[src/pfsc_pkg.sv]
// Package of shared constants for the power fault shutdown control block.
package pfsc_pkg;

    // Register map, byte addresses on the word-wide register port.
    localparam int unsigned ADDR_W          = 8;
    localparam logic [7:0]  CTRL_STS_OFFSET = 8'h30;
    localparam logic [7:0]  FAULT_STS_OFFSET = 8'h34;

    // Control word values.
    localparam logic [31:0] CTRL_RESET_VALUE = 32'h06E3_7EF3;
    localparam logic [31:0] CTRL_BOOT_VALUE  = 32'h82E3_7EF3;
    localparam logic [31:0] CTRL_WRITE_MASK  = 32'h0700_4182;
    localparam logic [31:0] CTRL_ONES_MASK   = 32'h8000_0000;

    // Control field positions, all disable bits are low active.
    localparam int unsigned POS_CLK_WDT_RESET_OFF  = 26;
    localparam int unsigned POS_CLK_LOSS_OFF       = 25;
    localparam int unsigned POS_OT_SWITCH_OFF      = 24;
    localparam int unsigned POS_VSD_OV_SLEEP_OFF   = 14;
    localparam int unsigned POS_LIN_UV_OFF         = 8;
    localparam int unsigned POS_OT_MODULE_OFF      = 7;
    localparam int unsigned POS_CLK_WDT_POWER_OFF  = 1;

    // Fault vector layout.
    localparam int unsigned FAULT_W       = 5;
    localparam int unsigned F_VSD_OV      = 0;
    localparam int unsigned F_OVERTEMP    = 1;
    localparam int unsigned F_CLK_LOSS    = 2;
    localparam int unsigned F_CLK_WDT     = 3;
    localparam int unsigned F_VS_UV       = 4;

    // Fault status word layout.
    localparam int unsigned STS_FAULT_LSB  = 0;
    localparam int unsigned STS_OUT_LSB    = 8;
    localparam int unsigned OUT_W          = 6;

    // Synchroniser depth for pin level inputs.
    localparam int unsigned SYNC_STAGES = 2;

endpackage

[src/pfsc_fault_if.sv]
// Interface carrying the synchronised fault levels between block modules.
`timescale 1ns/1ps
interface pfsc_fault_if;
    logic [pfsc_pkg::FAULT_W-1:0] fault;

    modport src (
        output fault
    );

    modport dst (
        input  fault
    );
endinterface

[src/pfsc_fault_sync.sv]
// Two stage synchroniser for the asynchronous fault monitor levels.
`timescale 1ns/1ps
module pfsc_fault_sync (
    // Clock and reset
    input  wire logic                         mclk_in,
    input  wire logic                         srst_in,
    // Raw monitor levels
    input  wire logic [pfsc_pkg::FAULT_W-1:0] fault_raw_in,
    // Synchronised levels
    pfsc_fault_if.src                         sync_out
);

    typedef struct packed {
        logic [pfsc_pkg::FAULT_W-1:0] meta;
        logic [pfsc_pkg::FAULT_W-1:0] stable;
    } pfsc_sync_state_t;

    pfsc_sync_state_t st_q;
    pfsc_sync_state_t st_d;

    // The first stage feeds only the second stage, never any logic.
    always_comb begin
        st_d        = st_q;
        st_d.meta   = fault_raw_in;
        st_d.stable = st_q.meta;
    end

    always_ff @(posedge mclk_in) begin
        if (srst_in) begin
            st_q <= '0;
        end else begin
            st_q <= st_d;
        end
    end

    assign sync_out.fault = st_q.stable;

endmodule

[src/pfsc_power_fault_shutdown.sv]
// Fault driven shutdown control for the power modules, with its register.
// Behaviour
// [RL1] Driver supply overvoltage: sleep, all modules off.
// [RL2] Modules return once overvoltage clears.
// [RL3] Bit 14 low enables overvoltage shutdown.
// [RL4] Overtemperature always requests sleep mode.
// [RL5] Bit 24 low: pump, bridge off on overtemperature.
// [RL6] Bit 25 low: clock loss shuts power switches.
// [RL7] Bit 26 low: clock watchdog may reset.
// [RL8] Bit 8 low: undervoltage shuts LIN transmitter.
// [RL9] Bit 7 low: overtemperature stops LIN, bridge, pump.
// [RL10] Bit 1 low: clock watchdog switches power off.
// [RL11] Bit 31 reads one, other reserved zero.
// [RL12] Reset value, then boot load overwrites register.
// [RL13] Control register is word wide at 30h.
// [RL14] Gated faults drive registered, self clearing outputs.
//
// Chosen here: strobed register access.
`timescale 1ns/1ps
module pfsc_power_fault_shutdown (
    // Clock and reset
    input  wire logic        mclk_in,
    input  wire logic        srst_in,
    // Register port
    input  wire logic [7:0]  addr_in,
    input  wire logic [31:0] wdata_in,
    input  wire logic        wr_in,
    input  wire logic        rd_in,
    output logic      [31:0] rdata_out,
    // Boot loader strobe
    input  wire logic        boot_init_in,
    // Fault monitor levels, asynchronous
    input  wire logic        vsd_overvoltage_in,
    input  wire logic        overtemp_in,
    input  wire logic        clock_loss_in,
    input  wire logic        clock_watchdog_in,
    input  wire logic        vs_undervoltage_in,
    // Power module controls, high means switched off or requested
    output logic             sleep_req_out,
    output logic             lin_off_out,
    output logic             bridge_driver_off_out,
    output logic             charge_pump_off_out,
    output logic             attenuator_off_out,
    output logic             watchdog_reset_req_out
);

    typedef struct packed {
        logic [31:0] ctrl;
        logic [31:0] rdata;
        logic        sleep;
        logic        lin_off;
        logic        bridge_driver_off;
        logic        cp_off;
        logic        atten_off;
        logic        wdt_rst;
    } pfsc_top_state_t;

    pfsc_top_state_t st_q;
    pfsc_top_state_t st_d;

    pfsc_fault_if    fault_bus ();

    pfsc_fault_sync u_sync (
        .mclk_in      (mclk_in),
        .srst_in      (srst_in),
        .fault_raw_in ({vs_undervoltage_in, clock_watchdog_in, clock_loss_in,
                        overtemp_in, vsd_overvoltage_in}),
        .sync_out     (fault_bus.src)
    );

    // A fault acts only while its low active disable bit is clear.
    function automatic logic gate_fault(input logic fault, input logic disable_bit);
        return fault & ~disable_bit;
    endfunction

    // Readback hides reserved bits even though the stored reset value sets some.
    function automatic logic [31:0] ctrl_view(input logic [31:0] ctrl);
        return (ctrl & pfsc_pkg::CTRL_WRITE_MASK) | pfsc_pkg::CTRL_ONES_MASK;
    endfunction

    logic [pfsc_pkg::FAULT_W-1:0] flt;
    logic                         ov_act;
    logic                         ot_sw_act;
    logic                         ot_mod_act;
    logic                         cl_act;
    logic                         wdt_pwr_act;
    logic                         wdt_rst_act;
    logic                         uv_act;
    logic [pfsc_pkg::OUT_W-1:0]   out_vec;

    assign flt = fault_bus.fault;
    assign out_vec = {st_q.wdt_rst, st_q.atten_off, st_q.cp_off, st_q.bridge_driver_off,
                      st_q.lin_off, st_q.sleep};

    always_comb begin
        ov_act      = gate_fault(flt[pfsc_pkg::F_VSD_OV],
                                 st_q.ctrl[pfsc_pkg::POS_VSD_OV_SLEEP_OFF]);        // RL3
        ot_sw_act   = gate_fault(flt[pfsc_pkg::F_OVERTEMP],
                                 st_q.ctrl[pfsc_pkg::POS_OT_SWITCH_OFF]);           // RL5
        ot_mod_act  = gate_fault(flt[pfsc_pkg::F_OVERTEMP],
                                 st_q.ctrl[pfsc_pkg::POS_OT_MODULE_OFF]);           // RL9
        cl_act      = gate_fault(flt[pfsc_pkg::F_CLK_LOSS],
                                 st_q.ctrl[pfsc_pkg::POS_CLK_LOSS_OFF]);            // RL6
        wdt_pwr_act = gate_fault(flt[pfsc_pkg::F_CLK_WDT],
                                 st_q.ctrl[pfsc_pkg::POS_CLK_WDT_POWER_OFF]);       // RL10
        wdt_rst_act = gate_fault(flt[pfsc_pkg::F_CLK_WDT],
                                 st_q.ctrl[pfsc_pkg::POS_CLK_WDT_RESET_OFF]);       // RL7
        uv_act      = gate_fault(flt[pfsc_pkg::F_VS_UV],
                                 st_q.ctrl[pfsc_pkg::POS_LIN_UV_OFF]);              // RL8
    end

    always_comb begin
        st_d = st_q;
        // Outputs follow the gated faults every cycle, so they clear on their own.
        st_d.sleep     = ov_act | flt[pfsc_pkg::F_OVERTEMP];                        // RL1 RL4
        st_d.lin_off   = ov_act | ot_mod_act | wdt_pwr_act | uv_act;                // RL1 RL8
        st_d.bridge_driver_off  = ov_act | ot_sw_act | ot_mod_act | cl_act | wdt_pwr_act;    // RL14
        st_d.cp_off    = ov_act | ot_sw_act | ot_mod_act | cl_act | wdt_pwr_act;    // RL14
        st_d.atten_off = ov_act;                                                    // RL2
        st_d.wdt_rst   = wdt_rst_act;                                               // RL7
        // Boot load comes first so a software write in the same cycle still lands.
        if (boot_init_in) begin
            st_d.ctrl = pfsc_pkg::CTRL_BOOT_VALUE;                                  // RL12
        end
        if (wr_in && addr_in == pfsc_pkg::CTRL_STS_OFFSET) begin
            st_d.ctrl = (wdata_in & pfsc_pkg::CTRL_WRITE_MASK)
                      | (st_d.ctrl & ~pfsc_pkg::CTRL_WRITE_MASK);                   // RL13
        end
        // Read data stand for exactly one cycle, zero otherwise.
        st_d.rdata = '0;
        if (rd_in) begin
            case (addr_in)
                pfsc_pkg::CTRL_STS_OFFSET: begin
                    st_d.rdata = ctrl_view(st_q.ctrl);                              // RL11
                end
                pfsc_pkg::FAULT_STS_OFFSET: begin
                    st_d.rdata[pfsc_pkg::STS_FAULT_LSB +: pfsc_pkg::FAULT_W] = flt;
                    st_d.rdata[pfsc_pkg::STS_OUT_LSB +: pfsc_pkg::OUT_W]     = out_vec;
                end
                default: begin
                    st_d.rdata = '0;
                end
            endcase
        end
    end

    always_ff @(posedge mclk_in) begin
        if (srst_in) begin
            st_q      <= '0;
            st_q.ctrl <= pfsc_pkg::CTRL_RESET_VALUE;                                // RL12
        end else begin
            st_q <= st_d;
        end
    end

    assign rdata_out              = st_q.rdata;
    assign sleep_req_out          = st_q.sleep;
    assign lin_off_out            = st_q.lin_off;
    assign bridge_driver_off_out  = st_q.bridge_driver_off;
    assign charge_pump_off_out    = st_q.cp_off;
    assign attenuator_off_out     = st_q.atten_off;
    assign watchdog_reset_req_out = st_q.wdt_rst;
endmodule
[config.mk]
export PLATFORM = sky130hd
export DESIGN_NAME = pfsc_power_fault_shutdown
export DESIGN_NICKNAME = d
export VERILOG_FILES = /design/src/pfsc_pkg.sv /design/src/pfsc_fault_if.sv /design/src/pfsc_fault_sync.sv /design/src/pfsc_power_fault_shutdown.sv
export SDC_FILE = /design/constraint.sdc
export NUM_CORES = 1
export LEC_CHECK = 0
export BUFFER_PORTS_ARGS = -buffer_cell sky130_fd_sc_hd__buf_2
export CORE_MARGIN = 3
export CORE_UTILIZATION = 48
export CTS_BUF_LIST = sky130_fd_sc_hd__clkbuf_8
export CTS_CLUSTER_SIZE = 16
export DETAILED_ROUTE_END_ITERATION = 10
export GPL_TIMING_DRIVEN = 0
export PLACE_DENSITY = 0.85
export SKIP_CTS_REPAIR_TIMING = 1
export SLEW_MARGIN = 20
export SYNTH_ARGS = -nofsm -noshare
export SYNTH_HDL_FRONTEND = slang
export SYNTH_SLANG_ARGS = --single-unit
[constraint.sdc]
create_clock -name mclk_in -period 2.9 [get_ports mclk_in]
set_input_delay 0.145 -clock mclk_in [delete_from_list [all_inputs] [get_ports mclk_in]]
set_output_delay 0.145 -clock mclk_in [all_outputs]
set_load 0.005 [all_outputs]
# Word-level counts from Yosys, hierarchy flattened
# Index checks and enable logic that the tools add are counted.
# classes
n_eq_ne	2
mux	5
n_bitwise	25
n_reduce_logical	4
# op_table
op	count
$mux W32	2
$or A27 B32 Y32	1
$mux W18	1
$eq A8 B6 Y1 const B	2
$pmux W6 S2	1
$pmux W5 S2	1
$not A1 Y1	9
$or A1 B1 Y1	8
$and A1 B1 Y1	7
$reduce_or A3 Y1	1
$reduce_bool A2 Y1	1
$reduce_or A2 Y1	1
$logic_and A1 B1 Y1	1
# word_totals
register_bits	79
input_bits	50
output_inout_bits	38
elab_cells	47

# Longest topological paths before layout
# Gate-level depths: netlist of the first run.
# logic_depth
depth_word	6
mapped_depth	4
depth_no_buf	3

# Modules after synthesis
# From an unflattened synthesis of the first run, not the netlist that was laid out.
# unflattened
hier_cells	148
hier_area_um2	1488.9
# modules_own_cells
mod	n_inst	cells_each	area_per_inst_um2	seq_area_each_um2
pfsc_power_fault_shutdown	1	128	1226.2	560.5
pfsc_fault_sync	1	20	262.8	200.2

# Worst setup path after synthesis of the first run
# No wires, ideal clock.
# synth_timing
kind	input port to flip-flop
from	in addr_in[6]
to	reg st_q[39] in the netlist's numbering
setup_ps	124
arrival_ps	1413
t_required_ps	2776
slack_ps	1363
path_stages	4
n_path_buf	1
cell_sequence	or4_4 -> or4_4 -> buf_6 -> mux2i_1
# synth_via
elab_chain_len	3
word_cells_on_any_way	4
classes_between	eq/ne: 1; mux: 1; reduce/logical: 2
# synth_rtl
element	line	text
start, declared	pfsc_power_fault_shutdown.sv:25	input wire logic [7:0] addr_in,
$eq A8 B6 Y1 *	pfsc_power_fault_shutdown.sv:125	if (wr_in && addr_in == pfsc_pkg::CTRL_STS_OFFSET) begin
$logic_and A1 B1 Y1 *	pfsc_power_fault_shutdown.sv:125	
$mux W32 or $reduce_bool A2 Y1 (tied branches)	-	
end signal, assigned	pfsc_power_fault_shutdown.sv:152	st_q <= st_d;
end, declared	pfsc_power_fault_shutdown.sv:58	pfsc_top_state_t st_q;
# Mark *: on every way between the ends. The rest lies on a longest branch, timed or not.
# A chain may end at the register's enable or synchronous reset.

# Worst setup path in the final report of the first run
# layout_timing
from	in addr_in[6]
to	reg st_q (netlist bit rdata_out[12])
# layout_via
elab_chain_len	2
word_cells_on_any_way	3
classes_between	eq/ne: 2; mux: 1
# layout_rtl
element	line	text
$eq A8 B6 Y1	pfsc_power_fault_shutdown.sv:132	case (addr_in)
$pmux W6 S2 *	pfsc_power_fault_shutdown.sv:132	
# Marks and branches as above.

==> impl_metrics.csv, run 1 <==
group,metric,value,unit
global_route,grt-ovfl-total,0,
drt,wl_per_cell,9.69,um
sta,rsz0062_at_grt,"false",
layout,post-route-util,0.667,
drt,drc,0,
global_route,grt_max_degree,12,
sta,max_slew_margin,0.427,
clock_tree,cts_tree,"yes",
sta,maxSlewViolCount,0,
critical_path,crit_required,3.13,ns
drt,drt-initial-drc-count,13,
critical_path,slowest_delay,0.75,ns
power,ir_drop,0.374,mV
drt,ant_nets,0,
synthesis,avgSynthCellArea,9.99,um^2
sta,tns,0,ns
synthesis,yosysSeqAreaShare,0.511,
critical_path,crit_path_end_kind,"register",
synthesis,synthDistinctLibCells,22,
power,intPower,0.755,mW
clock_tree,clk_pin_slew,0.07,ns
synthesis,ys_ff_latch,38,
power,p_leak,1.04,nW
floorplanning,ios,88,
sta,setup-violations-final,0,
sta,hold_viol,0,
floorplanning,die_w,61.7,um
sta,worst_slew_pin_slew,0.852,ns
critical_path,worst_path_max_delay_cell,"nor4_1",
synthesis,synth_area_leaders,"dfxtp_1, buf_4, mux2i_1",
clock_tree,cts_buffers,5,
layout,fin_nets,266,
sta,max_freq,653,MHz
power,p_sw_frac,0.207,
layout,antenna_cells,0,
critical_path,path_cells,"buf_2 > or4_4 > nor4_1 > and2_1",
clock_tree,cts_root_buf,"clkbuf_8",
job,cap_violations,0,
critical_path,path_class,"primary input to register",
synthesis,syn_inst,149,
sta,fin_crit_sh,0.528,
placement,dp_hpwl,1900,um
min_path,hold_class,"primary input to register",
layout,fin_area,0.00190,mm^2
sta,clock-skew-final,0.00639,ns
global_route,grt_pass1_vias,943,
global_route,antenna_found_initial,0,
drt,via_count,1061,
placement,numPortBuffers,46,
power,p_seq_frac,0.562,
floorplanning,start_util,0.522,
floorplanning,rows,19,
power,p_switching,0.196,mW
clock_tree,cts.sinks,38,
power,cellPowerDensity,500,mW/mm^2
synthesis,yosys_warnings,0,
critical_path,critical_path_arrival,1.76,ns
synthesis,synth_top_area_share,0.511,
placement,dpl.cell_count,240,
placement,routabilityCongestion,0.754,
floorplanning,die_h,61.7,um
power,p_comb_frac,0.066,
global_route,track_usage,0.141,
placement,placement.cell_area,0.00181,mm^2
floorplanning,dieArea,0.00381,mm^2
run_status,outcome,"completed",
critical_path,path_max_fanout,8,
layout,drive_gt1_frac,0.419,
power,power.clock.fraction,0.372,
drt,firstDrtPassIters,4,
drt,routed_wl,2400,um
floorplanning,core-area,0.00285,mm^2
layout,syn_to_final_growth,27.7,%
global_route,grt_pass1_wl,3790,um
clock_tree,clock_path_buffers,2,
clock_tree,htree_levels,2,
clock_tree,clk_latency,0.29,ns
synthesis,syn-cell-area,0.00149,mm^2
drt,viasPerCell,4.28,
synthesis,yosys.area.top_type,"dfxtp_1",
layout,fin_cells,248,
sta,post-route-min-period,1.53,ns
critical_path,cp-start-kind,"primary input",
==> layer usage <==
| metal | track usage | part of all wire | vias to the layer above |
|---|---|---|---|
| li1 | - | - | 558 |
| met1 | 0.141 | 0.40 | 463 |
| met2 | 0.250 | 0.51 | 32 |
| met3 | 0.0537 | 0.065 | 8 |
| met4 | 0.0818 | 0.025 | 0 |
| met5 | 0 | 0 | - |
==> cells in the final DEF, fill, tap and decap left out, types with 3 or more instances in the layout <==
master,synthesis,final
and2_1,12,12
dfxtp_1,38,38
clkbuf_8,0,6
nand2b_1,6,6
buf_4,33,33
nor2b_1,12,12
mux2i_1,9,9
buf_2,1,47
nor2_1,10,10
inv_1,5,6
nor3_1,5,5
clkbuf_1,3,3
conb_1,1,15
==> power by group through the flow <==
stage               Clock, mW  Sequential [mW]  Combinational [mW]
floorplan                   0            0.545              0.0405
global placement            0            0.546              0.0608
detailed placement          0            0.546              0.0622
CTS                     0.365            0.535              0.0625
global route            0.389            0.535              0.0719
finish                  0.353            0.535              0.0630
==> final timing paths <==
| kind | start | endpoint | slack [ns] | cells after the start |
|---|---|---|---|---|
| worst max-delay path | addr_in[6] | rdata_out[12] | 1.37 | 4 |
| worst min register to register | st_q[64] | watchdog_reset_req_out | 0.44 | 1 |
| worst max register to register | st_q[39] | charge_pump_off_out | 1.91 | 3 |
| worst min-delay path | vs_undervoltage_in | u_sync.st_d[4] | 0.06 | 2 |
==> cell families after synthesis <==
kind of cell / count (synthesis) / share of synthesized area
mux: 9 / 0.0605
compound gates: 4 / 0.0168
simple gates: 54 / 0.212
flops: 38 / 0.511
other cells: 1 / 0.00252
buf+inv: 43 / 0.197
==> cell usage after synthesis <==
cell      instances
and2_1           12
or4_4             2
nand2_1           2
nor3_1            5
a31oi_1           1
conb_1            1
mux2i_1           9
nand3b_1          1
buf_6             1
a221oi_1          1
nor2b_1          12
or3_2             1
buf_4            33
nand2b_1          6
clkbuf_1          3
buf_2             1
dfxtp_1          38
nor3b_1           1
nor4_1            2
inv_1             5
a21oi_1           2
nor2_1           10
==> area by class of cell <==
class,count,area (um^2)
Fill cell,236,951
Buffer,38,275
Clock inverter,2,8.76
Timing Repair Buffer,46,230
Clock buffer,6,82.6
Sequential cell,38,761
Multi-Input combinational cell,82,487
Inverter,5,18.8
Tap cell,31,38.8
==> state kept, by name, indices dropped and copies added (netlist names) <==
| register | cells |
|---|---|
| u_sync.st_d | 5 |
| u_sync.sync_out.fault | 5 |
| attenuator_off_out | 1 |
| watchdog_reset_req_out | 1 |
| charge_pump_off_out | 1 |
| lin_off_out | 1 |
| rdata_out | 16 |
| sleep_req_out | 1 |
| st_q | 7 |
==> stage by stage <==
| stage | setup WS (ns) | total power [mW] | hold WS, ns |
|---|---|---|---|
| global route | 1.26 | 0.997 | 0.0788 |
| finish | 1.37 | 0.951 | 0.0647 |
| CTS | 1.33 | 0.962 | 0.0615 |
| global placement | 1.08 | 0.607 | 0.353 |
| floorplan | 1.36 | 0.586 | 0.273 |
| detailed placement | 1.03 | 0.609 | 0.364 |
==> worst max-delay path, delay by kind of cell <==
kind                   cells  cell delay [ns]
buffers and inverters      1             0.09
AND/OR/NAND/NOR            3             1.51
Power figures use the tool's default switching activity.
==> run 2: changes to the inputs <==
--- a/config.mk
+++ b/config.mk
@@ -5,14 +5,15 @@
 export SDC_FILE = /design/constraint.sdc
 export NUM_CORES = 1
 export LEC_CHECK = 0
+export ABC_AREA = 1
 export BUFFER_PORTS_ARGS = -buffer_cell sky130_fd_sc_hd__buf_2
 export CORE_MARGIN = 3
-export CORE_UTILIZATION = 48
+export CORE_UTILIZATION = 45
 export CTS_BUF_LIST = sky130_fd_sc_hd__clkbuf_8
 export CTS_CLUSTER_SIZE = 16
 export DETAILED_ROUTE_END_ITERATION = 10
 export GPL_TIMING_DRIVEN = 0
-export PLACE_DENSITY = 0.85
+export PLACE_DENSITY = 0.79
 export SKIP_CTS_REPAIR_TIMING = 1
 export SLEW_MARGIN = 20
 export SYNTH_ARGS = -nofsm -noshare
==> constraint.sdc (replaced) <==
create_clock -name mclk_in -period 1.55 [get_ports mclk_in]
set_input_delay 0.0775 -clock mclk_in [delete_from_list [all_inputs] [get_ports mclk_in]]
set_output_delay 0.0775 -clock mclk_in [all_outputs]
set_load 0.005 [all_outputs]
==> run 2 against run 1 <==
Synthesized area grew 4.5%. Clock power up 120%. Total power increased by 100%. Sequential power increased by 87%.
==> impl_metrics.csv, run 2 <==
group,metric,value,unit
clock_tree,cts.sinks,38,
sta,setup-violations-final,0,
synthesis,yosys.area.top_type,"dfxtp_1",
layout,syn_to_final_growth,28.9,%
global_route,grt_max_degree,12,
power,p_sw_frac,0.197,
placement,numPortBuffers,45,
floorplanning,rows,20,
clock_tree,cts_root_buf,"clkbuf_8",
drt,maxUsedRoutingLayer,"met4",
sta,rsz0062_at_grt,"false",
floorplanning,die_w,64.8,um
sta,clock-skew-final,0.00398,ns
placement,routabilityCongestion,0.752,
clock_tree,clock_path_buffers,2,
layout,fin_area,0.00200,mm^2
global_route,track_usage,0.134,
power,p_comb_frac,0.070,
layout,final_common_cell,"buf_2",
drt,drt-met1-wl,1110,um
synthesis,synth-simple-area-share,0.237,
synthesis,yosys.area_share.xor_xnor,0,
clock_tree,clk_pin_slew,0.07,ns
power,p_total,1.90,mW
synthesis,synth_area_leaders,"dfxtp_1, buf_4, nand2_1",
layout,final_cell_mix,"buf_2, dfxtp_1, buf_4",
critical_path,path_class,"register to register",
sta,tns,0,ns
critical_path,path_max_fanout,3,
synthesis,synth_edf_count,0,
global_route,grt_pass1_vias,1019,
clock_tree,clk_latency,0.28,ns
min_path,hold_class,"primary input to register",
drt,via_count,1178,
drt,drc,0,
sta,fin_crit_sh,0.594,
global_route,grt_pass1_wl,4310,um
drt,routed_wl,2670,um
synthesis,yosys_warnings,0,
layout,multi_input_area,469,um^2
sta,maxSlewViolCount,0,
layout,nFillCells,272,
floorplanning,start_util,0.489,
run_status,outcome,"completed",
sta,max_freq,1090,MHz
sta,setup_ws,0.629,ns
layout,largest_register_ffs,16,
layout,fin_nets,310,
floorplanning,die_h,64.8,um
synthesis,synthArstFlopShare,0,
layout,post-route-util,0.631,
placement,dp_hpwl,2020,um
synthesis,yosysSeqAreaShare,0.489,
floorplanning,ios,88,
floorplanning,core-area,0.00318,mm^2
placement,placement.cell_area,0.00189,mm^2
drt,viasPerCell,3.86,
floorplanning,dieArea,0.00420,mm^2
clock_tree,cts_buffers,5,
critical_path,critical_path_arrival,1.08,ns
clock_tree,cts_tree,"yes",
sta,post-route-min-period,0.921,ns
drt,wl_per_cell,8.77,um
layout,antenna_cells,0,
global_route,grt-ovfl-total,0,
drt,routed-wl-met2,1300,um
power,intPower,1.53,mW
critical_path,crit_path_end_kind,"register",
critical_path,crit_required,1.71,ns
placement,place_ws,0.537,ns
power,ir_drop,0.468,mV
synthesis,synth_compound_area_frac,0.0282,
synthesis,avgSynthCellArea,8.06,um^2
clock_tree,htree_levels,2,
synthesis,synthTopCellsByCount,"dfxtp_1, buf_4, nand2_1",
synthesis,synth_top_family_by_area,"buffers and inverters",
layout,drive_gt1_frac,0.360,
power,p_switching,0.375,mW
synthesis,syn_inst,193,
power,p_leak,1.11,nW
drt,wl_met3,196,um
drt,firstDrtPassIters,4,
sta,hold_viol,0,
power,cellPowerDensity,950,mW/mm^2
drt,drt-initial-drc-count,27,
drt,ant_nets,0,
synthesis,synthDistinctLibCells,20,
power,p_seq_frac,0.526,
job,cap_violations,0,
critical_path,cp-start-kind,"register",
power,power.clock.fraction,0.404,
synthesis,syn-cell-area,0.00156,mm^2
synthesis,synthMuxAreaShare,0,
synthesis,synth_top_area_share,0.489,
synthesis,ys.flop_type,"dfxtp_1",
synthesis,ys_ff_latch,38,
synthesis,synthAdderAreaFrac,0,
global_route,antenna_found_initial,0,
layout,seq_area,761,um^2
synthesis,synth_most_common_cell,"dfxtp_1",
-- run 2: cell type report --
class / count / area share
clock inverters: 3 / 0.0187
multi-input cells: 105 / 0.234
inverters: 27 / 0.0518
plain buffers: 37 / 0.137
well taps: 44 / 0.0275
flip-flops and latches: 38 / 0.380
clock buffers: 5 / 0.0343
repair buffers: 46 / 0.117
-- run 2: final timing paths --
check                 start                  endpoint  slack (ns)  cells after the start
max                st_q[52]       charge_pump_off_out        0.63                      5
min           clock_loss_in            u_sync.st_d[2]      0.0003                      3
min reg2reg  u_sync.st_d[0]  u_sync.sync_out.fault[0]        0.40                      2
max reg2reg        st_q[52]       charge_pump_off_out        0.63                      5
-- run 2: worst max-delay path, cell delays in order (launching register included) --
cell and delay (ns):
dfxtp_1 0.31, inv_1 0.07, nand2_1 0.11, nand2_1 0.06, a21oi_1 0.17, a31oi_1 0.10
-- run 2: cells by family after synthesis --
family / after synthesis
other: 1
buffers and inverters: 64
and+or+nand+nor: 82
DFF: 38
AOI/OAI and AO/OA: 8
-- run 2: metal layers --
metal	up-vias	GRT usage
li1	662	-
met3	5	0.0364
met4	0	0.0712
met5	-	0
met2	42	0.240
met1	469	0.141
-- run 2: per-stage QoR --
stage,hold slack (ns),instances
final,0.000275,305
after global routing,0.00395,305
after CTS,-0.00744,304
after detailed placement,0.286,296
after global placement,0.279,296
after floorplan,0.184,207
-- run 2: power by group through the flow --
stage | clock network, mW | registers [mW] | logic, mW
after global placement | 0 | 1.02 | 0.128
after floorplan | 0 | 1.02 | 0.0879
after CTS | 0.786 | 1.00 | 0.130
after detailed placement | 0 | 1.02 | 0.130
final | 0.770 | 1.00 | 0.134
after global routing | 0.828 | 1.00 | 0.151
==> run 3: changes to the inputs <==
==> constraint.sdc (replaced) <==
create_clock -name mclk_in -period 0.95 [get_ports mclk_in]
set_input_delay 0.0475 -clock mclk_in [delete_from_list [all_inputs] [get_ports mclk_in]]
set_output_delay 0.0475 -clock mclk_in [all_outputs]
set_load 0.005 [all_outputs]
==> run 3 against run 2 <==
The run now ends with negative hold slack left. Final cell count increased by 2.3%. Die area is the same. Setup slack got worse by 0.56 ns. Wire length up 6.8%. Clock power up 62%. Clock skew fell by 0.00056 ns. Non-clock buffer count is 7 higher. Total power increased by 64%. Sequential share of layout area shrank 1.4 points. Critical path type is now register to output port. Largest cell class unchanged. Highest routed layer unchanged.
==> impl_metrics.csv, run 3 (synthesis gave the netlist of run 2 again) <==
group,metric,value,unit
sta,rsz0062_at_grt,"false",
critical_path,worst_path_max_delay_cell,"dfxtp_1",
sta,holdWs,-0.0267,ns
global_route,grt_pass1_vias,1019,
sta,clock-skew-final,0.00342,ns
critical_path,crit_family,"flip-flops",
job,cap_violations,0,
layout,final_cell_mix,"buf_2, dfxtp_1, buf_4",
power,ir_drop,0.759,mV
floorplanning,core-area,0.00318,mm^2
clock_tree,cts_root_buf,"clkbuf_8",
clock_tree,cts_buffers,5,
layout,final_common_cell,"buf_2",
min_path,hold_depth,3,
layout,drive_gt1_frac,0.358,
critical_path,cp_num_buf_inv,2,
critical_path,reg2reg_depth,5,
run_status,violations,"negative hold slack",
placement,numPortBuffers,45,
critical_path,reg2reg_from,"st_q[52]",
drt,routed_wl,2860,um
floorplanning,start_util,0.489,
drt,drt-initial-drc-count,42,
placement,dp_hpwl,2020,um
floorplanning,die_w,64.8,um
sta,post-route-min-period,0.884,ns
critical_path,path_class,"register to output port",
layout,largest_register_ffs,16,
global_route,grt_pass1_wl,4310,um
critical_path,critical_path_arrival,0.84,ns
critical_path,crit-reg2reg-capture,"charge_pump_off_out",
layout,fin_cells,312,
power,p_leak,1.14,nW
min_path,hold_class,"primary input to register",
drt,via_count,1230,
critical_path,cp.depth,2,
clock_tree,cts_tree,"yes",
clock_tree,clk_latency,0.27,ns
drt,firstDrtPassIters,4,
critical_path,crit_path_end_kind,"output port",
clock_tree,clk_pin_slew,0.07,ns
min_path,min_from,"clock_loss_in",
clock_tree,clock_path_buffers,2,
placement,dpl.cell_count,296,
floorplanning,rows,20,
global_route,antenna_found_initial,0,
layout,fin_nets,317,
critical_path,path_cells,"buf_4 > buf_2",
global_route,grt_max_degree,12,
global_route,grt-ovfl-total,0,
clock_tree,htree_levels,2,
critical_path,cp-start-kind,"register",
layout,multi_input_area,475,um^2
drt,wl_per_cell,9.15,um
global_route,track_usage,0.134,
placement,place_ws,-0.0331,ns
floorplanning,die_h,64.8,um
sta,max_freq,1130,MHz
critical_path,path_max_fanout,3,
floorplanning,ios,88,
drt,drc,0,
drt,ant_nets,0,
critical_path,slowest_delay,0.32,ns
layout,syn_to_final_growth,33.8,%
layout,nFillCells,260,
sta,hold_viol,1,
critical_path,crit_required,0.90,ns
floorplanning,dieArea,0.00420,mm^2
run_status,outcome,"finished with violations",
min_path,whs_endpoint,"u_sync.st_d[2]",
sta,fin_crit_sh,0.931,
power,p_total,3.12,mW
placement,routabilityCongestion,0.752,
drt,viasPerCell,3.94,
layout,seq_area,761,um^2
clock_tree,cts.sinks,38,
sta,setup_ws,0.0659,ns
critical_path,reg2reg_slack,0.11,ns
layout,antenna_cells,0,
power,cellPowerDensity,1500,mW/mm^2
sta,maxSlewViolCount,0,
sta,setup-violations-final,0,
==> run 3: cell type report <==
class                      count  area share
clock inverter                 3      0.0180
inverter                      27      0.0499
timing repair buffer          53       0.147
clock buffer                   5      0.0331
tap                           44      0.0265
multi-input combinational    105       0.229
buffer                        37       0.132
sequential                    38       0.366
==> run 3: per-layer routing <==
| metal | GRT usage | vias to the layer above | part of all wire |
|---|---|---|---|
| met5 | 0 | - | 0 |
| met4 | 0.0712 | 0 | 0.029 |
| met3 | 0.0364 | 9 | 0.072 |
| met2 | 0.240 | 53 | 0.49 |
| met1 | 0.141 | 492 | 0.41 |
| li1 | - | 676 | - |
==> run 3: metrics by stage <==
step	instance area (um^2)	setup TNS [ns]	util
3_5_place_dp	1890	-0.0718	0.594
3_3_place_gp	1890	-0.0314	0.594
4_1_cts	1990	0	0.628
5_1_grt	2080	0	0.655
6_report	2080	0	0.655
2_1_floorplan	1610	0	-
==> run 3: report_power, final <==
group          switching [mW]  internal (mW)
Combinational           0.114          0.131
Clock                   0.484          0.763
Sequential             0.0129           1.62
==> run 3: worst max-delay path by stage <==
stage                              startpoint                  end  slack, ns
after floorplan                      st_q[52]  charge_pump_off_out       0.15
after global placement             addr_in[1]         rdata_out[1]      -0.03
after detailed placement           addr_in[1]         rdata_out[1]      -0.03
after CTS                 charge_pump_off_out  charge_pump_off_out       0.06
after global routing                 st_q[52]          lin_off_out       0.03
final                     charge_pump_off_out  charge_pump_off_out       0.07
==> run 3: worst reg2reg max path: stages (launching register included) <==
cell and delay [ns]:
dfxtp_1 0.30, inv_1 0.08, nand2_2 0.09, nand2_1 0.06, a21oi_2 0.12, a31oi_1 0.08
